`src/verilog/slpa_pkg.sv`:
```
// constants for the stack limit and program space address block
// Contract
// stack pointer marks next free word, grows up
// post-increment on push, pre-decrement on pop
// call push clears program counter high byte
// exception push puts status low byte high
// stack limit undefined after reset
// stack limit bit zero forced to zero
// stack-pointer addresses compared against stack limit; the code compares push addresses only, not pop or SPREF addresses
// push at limit allowed, next push traps
// stack pointer below 0800h traps
// software avoids stack read right after limit write
// table address is page over effective address
// table page top bit selects configuration space
// remap address is page over low fifteen bits
// remap reaches user memory only
// remap is read-only, low word only
// table path reads and writes every byte
// data eeprom starts at 7FFE00
// data eeprom 256 sixteen-bit words via table path
// program word lower half even, upper odd
// remap address bit 15 from page bit 0
// stack error is one request in same cycle
`default_nettype none
package slpa_pkg;
   localparam logic [15:0] SLPA_SP_FLOOR = 16'h0800;
   localparam logic [15:0] SLPA_WORD_STEP = 16'h0002;
   localparam logic [15:0] SLPA_ALIGN_MASK = 16'hFFFE;
   localparam logic [15:0] SLPA_SP_RESET = 16'h0800;
   localparam logic [23:0] SLPA_EE_BASE = 24'h7FFE00;
   localparam logic [23:0] SLPA_EE_LAST = 24'h7FFFFF;
   localparam logic [7:0] SLPA_EE_PAGE = 8'h7F;
   localparam logic [7:0] SLPA_BYTE_ZERO = 8'h00;
   localparam int SLPA_CFG_BIT = 7;
   localparam int SLPA_EA_TOP = 15;
   // register indices on the plain register port
   localparam logic [1:0] SLPA_REG_SP = 2'h0;
   localparam logic [1:0] SLPA_REG_LIMIT = 2'h1;
   localparam logic [1:0] SLPA_REG_TBLPG = 2'h2;
   localparam logic [1:0] SLPA_REG_VISPG = 2'h3;
   typedef enum logic [1:0] {
      SLPA_OP_NONE,
      SLPA_OP_PUSH,
      SLPA_OP_POP,
      SLPA_OP_SPREF
   } slpa_op_t;
   typedef enum logic [1:0] {
      SLPA_PUSH_DATA,
      SLPA_PUSH_CALL,
      SLPA_PUSH_EXC
   } slpa_push_t;
endpackage
`default_nettype wire
```
`src/verilog/slpa_core.sv`:
```
// stack pointer management, limit check and program space address forming
//
// Local design decisions: the placing of the registers and strobed register access.
`timescale 1ns/10ps
`default_nettype none
module slpa_core (
   input wire logic clk_sys,
   input wire logic rstn,
   input wire logic [1:0] reg_addr,
   input wire logic [15:0] reg_wdata,
   input wire logic reg_wr,
   input wire logic reg_rd,
   output logic [15:0] reg_rdata,
   input wire slpa_pkg::slpa_op_t stack_op,
   input wire slpa_pkg::slpa_push_t push_kind,
   input wire logic [15:0] push_data,
   input wire logic [15:0] sp_ref_ea,
   input wire logic [7:0] pc_high_byte,
   input wire logic [7:0] status_low_byte,
   output logic [15:0] stack_ea,
   output logic [15:0] push_word,
   output logic stack_error,
   input wire logic tbl_req,
   input wire logic tbl_write,
   input wire logic tbl_high,
   input wire logic [15:0] tbl_ea,
   input wire logic data_req,
   input wire logic data_write,
   input wire logic [15:0] data_ea,
   output logic [23:0] prog_addr,
   output logic prog_rd,
   output logic prog_wr,
   output logic prog_upper,
   output logic prog_cfg_space,
   output logic prog_is_eeprom,
   output logic remap_refused
);
   logic [15:0] sp_q, sp_d;
   logic [15:0] limit_q, limit_d;
   logic [7:0] tblpg_q, tblpg_d;
   logic [7:0] vispg_q, vispg_d;
   logic [15:0] rdata_q, rdata_d;
   logic [23:0] paddr_q, paddr_d;
   logic prd_q, prd_d, pwr_q, pwr_d, pup_q, pup_d, pcfg_q, pcfg_d;
   logic pee_q, pee_d, rref_q, rref_d;
   logic [15:0] ea;
   logic over_limit, under_floor;

   function automatic logic is_eeprom(input logic [23:0] a);
      is_eeprom = (a >= slpa_pkg::SLPA_EE_BASE) && (a <= slpa_pkg::SLPA_EE_LAST);
   endfunction

   // table address: page over the full effective address
   function automatic logic [23:0] table_addr(input logic [7:0] pg, input logic [15:0] a);
      table_addr = {pg, a};
   endfunction

   // remap address: top bit held low so only user space is reached
   function automatic logic [23:0] remap_addr(input logic [7:0] pg, input logic [15:0] a);
      remap_addr = {1'b0, pg, a[slpa_pkg::SLPA_EA_TOP - 1:0]};
   endfunction

   // effective address of the current stack access
   always_comb begin
      unique case (stack_op)
         slpa_pkg::SLPA_OP_PUSH: ea = sp_q; // post-increment
         slpa_pkg::SLPA_OP_POP: ea = sp_q - slpa_pkg::SLPA_WORD_STEP; // pre-decrement
         slpa_pkg::SLPA_OP_SPREF: ea = sp_ref_ea;
         slpa_pkg::SLPA_OP_NONE: ea = sp_q;
      endcase
   end

   // limit compare on push addresses, floor compare on every stack-pointer address
   assign over_limit = (stack_op == slpa_pkg::SLPA_OP_PUSH) && (ea > limit_q);
   assign under_floor = (stack_op != slpa_pkg::SLPA_OP_NONE)
                        && (ea < slpa_pkg::SLPA_SP_FLOOR);
   assign stack_error = over_limit || under_floor; // same-cycle request
   assign stack_ea = ea;

   // word formed for a push
   always_comb begin
      unique case (push_kind)
         slpa_pkg::SLPA_PUSH_CALL: push_word = {slpa_pkg::SLPA_BYTE_ZERO, pc_high_byte};
         slpa_pkg::SLPA_PUSH_EXC: push_word = {status_low_byte, pc_high_byte};
         default: push_word = push_data;
      endcase
   end

   // register next values
   always_comb begin
      sp_d = sp_q;
      limit_d = limit_q;
      tblpg_d = tblpg_q;
      vispg_d = vispg_q;
      rdata_d = rdata_q;
      if (stack_op == slpa_pkg::SLPA_OP_PUSH) begin
         sp_d = sp_q + slpa_pkg::SLPA_WORD_STEP;
      end else if (stack_op == slpa_pkg::SLPA_OP_POP) begin
         sp_d = sp_q - slpa_pkg::SLPA_WORD_STEP;
      end
      if (reg_wr) begin
         unique case (reg_addr)
            slpa_pkg::SLPA_REG_SP: sp_d = reg_wdata & slpa_pkg::SLPA_ALIGN_MASK;
            slpa_pkg::SLPA_REG_LIMIT: limit_d = reg_wdata & slpa_pkg::SLPA_ALIGN_MASK;
            slpa_pkg::SLPA_REG_TBLPG: tblpg_d = reg_wdata[7:0];
            slpa_pkg::SLPA_REG_VISPG: vispg_d = reg_wdata[7:0];
         endcase
      end
      if (reg_rd) begin
         unique case (reg_addr)
            slpa_pkg::SLPA_REG_SP: rdata_d = sp_q;
            slpa_pkg::SLPA_REG_LIMIT: rdata_d = limit_q;
            slpa_pkg::SLPA_REG_TBLPG: rdata_d = {slpa_pkg::SLPA_BYTE_ZERO, tblpg_q};
            slpa_pkg::SLPA_REG_VISPG: rdata_d = {slpa_pkg::SLPA_BYTE_ZERO, vispg_q};
         endcase
      end
   end

   // registers; the limit keeps its write value with no reset load
   always_ff @(posedge clk_sys or negedge rstn) begin
      if (!rstn) begin
         sp_q <= slpa_pkg::SLPA_SP_RESET;
         tblpg_q <= slpa_pkg::SLPA_BYTE_ZERO;
         vispg_q <= slpa_pkg::SLPA_BYTE_ZERO;
         rdata_q <= 16'h0000;
      end else begin
         sp_q <= sp_d;
         tblpg_q <= tblpg_d;
         vispg_q <= vispg_d;
         rdata_q <= rdata_d;
      end
   end

   // stack limit: uninitialised at reset, software loads it
   always_ff @(posedge clk_sys) begin
      limit_q <= limit_d;
   end
   assign reg_rdata = rdata_q;

   // program address forming for table and remap accesses
   always_comb begin
      paddr_d = paddr_q;
      prd_d = 1'b0;
      pwr_d = 1'b0;
      pup_d = 1'b0;
      pcfg_d = 1'b0;
      pee_d = pee_q;
      rref_d = 1'b0;
      if (tbl_req) begin
         paddr_d = table_addr(tblpg_q, tbl_ea);
         prd_d = !tbl_write;
         pwr_d = tbl_write;
         pup_d = tbl_high; // upper half at odd address
         pcfg_d = tblpg_q[slpa_pkg::SLPA_CFG_BIT];
         pee_d = is_eeprom(table_addr(tblpg_q, tbl_ea));
      end else if (data_req && data_ea[slpa_pkg::SLPA_EA_TOP]) begin
         // top bit held zero: user space only
         paddr_d = remap_addr(vispg_q, data_ea);
         prd_d = !data_write; // read-only window
         rref_d = data_write;
         pee_d = is_eeprom(remap_addr(vispg_q, data_ea));
      end
   end

   // program port registers
   always_ff @(posedge clk_sys or negedge rstn) begin
      if (!rstn) begin
         paddr_q <= 24'h000000;
         prd_q <= 1'b0;
         pwr_q <= 1'b0;
         pup_q <= 1'b0;
         pcfg_q <= 1'b0;
         pee_q <= 1'b0;
         rref_q <= 1'b0;
      end else begin
         paddr_q <= paddr_d;
         prd_q <= prd_d;
         pwr_q <= pwr_d;
         pup_q <= pup_d;
         pcfg_q <= pcfg_d;
         pee_q <= pee_d;
         rref_q <= rref_d;
      end
   end
   assign prog_addr = paddr_q;
   assign prog_rd = prd_q;
   assign prog_wr = pwr_q;
   assign prog_upper = pup_q;
   assign prog_cfg_space = pcfg_q;
   assign prog_is_eeprom = pee_q;
   assign remap_refused = rref_q;
endmodule
`default_nettype wire

```
`config.mk`:
```
export PLATFORM = sky130hd
export DESIGN_NAME = slpa_core
export DESIGN_NICKNAME = d
export VERILOG_FILES = /design/src/verilog/slpa_pkg.sv /design/src/verilog/slpa_core.sv
export SDC_FILE = /design/constraint.sdc
export NUM_CORES = 1
export LEC_CHECK = 0
export ABC_AREA = 1
export BUFFER_PORTS_ARGS = -buffer_cell sky130_fd_sc_hd__buf_2
export CORE_ASPECT_RATIO = 1.5
export CORE_MARGIN = 2
export CORE_UTILIZATION = 39
export DETAILED_ROUTE_END_ITERATION = 10
export PLACE_DENSITY = 0.65
export SYNTH_ARGS = -nofsm -noshare
export SYNTH_HDL_FRONTEND = slang
export SYNTH_SLANG_ARGS = --single-unit
export TNS_END_PERCENT = 10
```
`constraint.sdc`:
```
create_clock -name clk_sys -period 7.6 [get_ports clk_sys]
set_clock_uncertainty 0.15 [all_clocks]
set_input_delay 0.76 -clock clk_sys [delete_from_list [all_inputs] [get_ports clk_sys]]
set_output_delay 0.76 -clock clk_sys [all_outputs]
set_load 0.01 [all_outputs]
```
==> run_results.csv <==
group,metric,value,unit
setup_path,path_buf_inv,5,
final_layout,syn_to_final_growth,23.6,%
synth,synth_compound_area_share,15.5,%
cts,clk_pin_slew,0.07,ns
setup_path,reg2reg_slack,5.20,ns
synth,synth_top_area_cell,"dfrtp_1",
setup_path,crit_path_max_incr_delay,0.75,ns
synth,yosys.cell_types.count,40,
synth,synthAdderAreaFrac,4.22,%
cts,clock_sinks,92,
pwr,p_leak,3.51,nW
synth,synthTopCellsByArea,"dfrtp_1, nand2_1, edfxtp_1",
synth,synthCells,750,
pwr,seqPwrFrac,41.4,%
cts,htreeDepth,3,
timing,worstMarginPinSlew,0.963,ns
die,initial_core_util,40.0,%
global_routing,grt_pass1_wl,29100,µm
synth,synth_top_area_share,33.8,%
cts,ctsHoldBuffers,0,
pwr,clkPwrFrac,28.3,%
setup_path,required,6.69,ns
timing,hold_ws,0.182,ns
routing,vias,5708,
synth,synth_xor_area_share,1.24,%
synth,ys_seq_elements,92,
routing,drc_errors,0,
timing,drv_slew,0,
synth,yosysSeqAreaShare,42.3,%
global_routing,grt_antenna_before_repair,0,
placement,post-dp-hpwl,15200,µm
final_layout,final_cell_area,0.00696,mm²
timing,period_minus_slack,4.68,ns
synth,synth_top_family_by_area,"simple AND/OR/NAND/NOR gates",
cts,cts_root_buf,"clkbuf_16",
die,fp.dieW,102,µm
routing,drtAntennaViolNets,0,
global_routing,grt_pass1_vias,5343,
synth,synth_area,0.00563,mm²
setup_path,crit_chain,"buf_2, inv_2, nor2_2, inv_2, a21oi_1, o21ai_0, o221ai_1, inv_1, ha_1, a21oi_1, o21a_1, nor2_1, nor3b_1, nand2_1, nand2_1, nand2_1, buf_2",
die,dieArea,0.0154,mm²
final_layout,layout_commonest_cell,"buf_2",
synth,yosys.area_share.simple,27.7,%
final_layout,diodes,0,
cts,cts_setup_buffers,0,
timing,finalSetupTns,0,ns
synth,synthMuxAreaShare,0.178,%
routing,drtIter0Drc,260,
pwr,combPwrFrac,30.3,%
pwr,p_int,1.01,mW
global_routing,grt_max_degree,50,
timing,setup_viol,0,
die,die_h,151,µm
synth,syn_nets,880,
outcome,status,"completed",
hold_path,hold_class,"in -> async",
setup_path,worst-path-stages,17,
routing,routed_wl,19300,µm
routing,dr.pass1.iters,5,
setup_path,crit_family,"simple AND/OR/NAND/NOR gates",
setup_path,critical_path_class,"in -> out",
cts,cts-buffers-inserted,9,
final_layout,final_core_util,49.5,%
routing,wl_per_cell,17.3,µm
cts,post_cts_resize_count,0,
run,cap_violations,0,
global_routing,grt_use_total,24.9,%
setup_path,cp_max_fo,20,
cts,clock_path_buffers,2,
die,core,0.0141,mm²
placement,io_buffer_count,189,
final_layout,final_cell_mix,"buf_2, nand2_1, inv_1",
final_layout,fillers,1478,
pwr,power,1.60,mW
final_layout,drive_gt1_share,26.9,%
global_routing,grt_overflow,0,
synth,yosys_warnings,0,
pwr,vdd_drop_max,0.000124,V
pwr,swShare,36.9,%
timing,slew_headroom,35.7,%
cts,insertion_delay,0.34,ns
timing,grt_setup_unrepaired,"false",
placement,placedInstanceArea,0.00666,mm²
setup_path,crit_arrival,3.77,ns
timing,final_hold_viol_count,0,
setup_path,cp-start-kind,"input pin",
pwr,p_sw,589,µW
setup_path,rr_worst_depth,9,
setup_path,cp_common_cell,"nand2_1",
die,num_rows,53,
pwr,powerDensity,230,mW/mm²
timing,fmax,214,MHz
timing,min_period_over_period,61.6,%
routing,vias_per_cell,5.13,
setup_path,critPathSlowestCell,"nor2_2",
synth,syn_avg_cell_area,7.51,µm²
setup_path,cp-end-kind,"primary output",
final_layout,finalNetCount,1046,
die,ios,190,
placement,gp_congestion,0.973,
cts,cts_tree,"yes",
## power groups by stage
stage	clock [mW]	combinational (mW)	sequential (mW)
global placement	0	0.482	0.668
CTS	0.465	0.484	0.660
detailed placement	0	0.481	0.669
floorplan	0	0.322	0.635
global route	0.484	0.541	0.670
finish	0.452	0.484	0.661
## Yosys cell counts (all sizes together)
cell,n
nand2,186
nor2,95
inv,87
dfrtp,76
o21ai,52
a21oi,47
nand3,45
clkbuf,20
ha,19
o22ai,17
buf,16
a31oi,15
edfxtp,15
nor3,13
nand4,9
xor2,7
a221oi,6
o221ai,5
o211ai,4
or2,4
a211oi,2
a22oi,1
a41oi,1
and2,1
dfstp,1
mux2i,1
nand3b,1
nor3b,1
o2111ai,1
o21a,1
xnor2,1
## metal layers
metal | GRT usage, % | share of wire [%]
met1 | 29.4 | 39
met2 | 45.2 | 53
met3 | 3.46 | 4.7
met4 | 9.27 | 3.1
met5 | 0 | 0
## cells by family after synthesis
logic type | count (synthesis)
simple gates | 355
xor+xnor | 8
buf+inv | 123
flops | 92
compound gates | 152
fa+ha+maj | 19
mux | 1
## path summary, 6_finish.rpt
| path | from | to |
|---|---|---|
| max in group asynchronous | rstn | sp_q[13] |
| min | rstn | prog_cfg_space |
| max reg2reg | sp_q[1] | sp_q[15] |
| max | stack_op[1] | stack_error |
| min in group clk_sys | prog_addr[23] | prog_addr[23] |
| min reg2reg | prog_addr[23] | prog_addr[23] |
## through the flow
step,worst slack [ns],cells
2_1_floorplan,4.23,750
3_3_place_gp,3.03,1097
3_5_place_dp,2.95,1097
4_1_cts,2.92,1113
5_1_grt,2.74,1113
6_report,2.92,1113
## sequential cells by signal, indices dropped and copies added (netlist names)
name	flops
sp_q	15
vispg_q	8
prog_addr	24
prog_rd	1
reg_rdata	16
prog_is_eeprom	1
limit_q	15
tblpg_q	8
remap_refused	1
prog_wr	1
prog_upper	1
prog_cfg_space	1
## area by class of cell
type	instances	area [µm²]	area share (%)
multi-input combinational	535	2750	39.5
sequential	92	2380	34.2
timing repair buffer	191	963	13.8
clock buffer	9	225	3.24
tap	192	240	3.45
clock inverter	7	75.1	1.08
inverter	87	327	4.69
(Power assumes the default switching activity.)
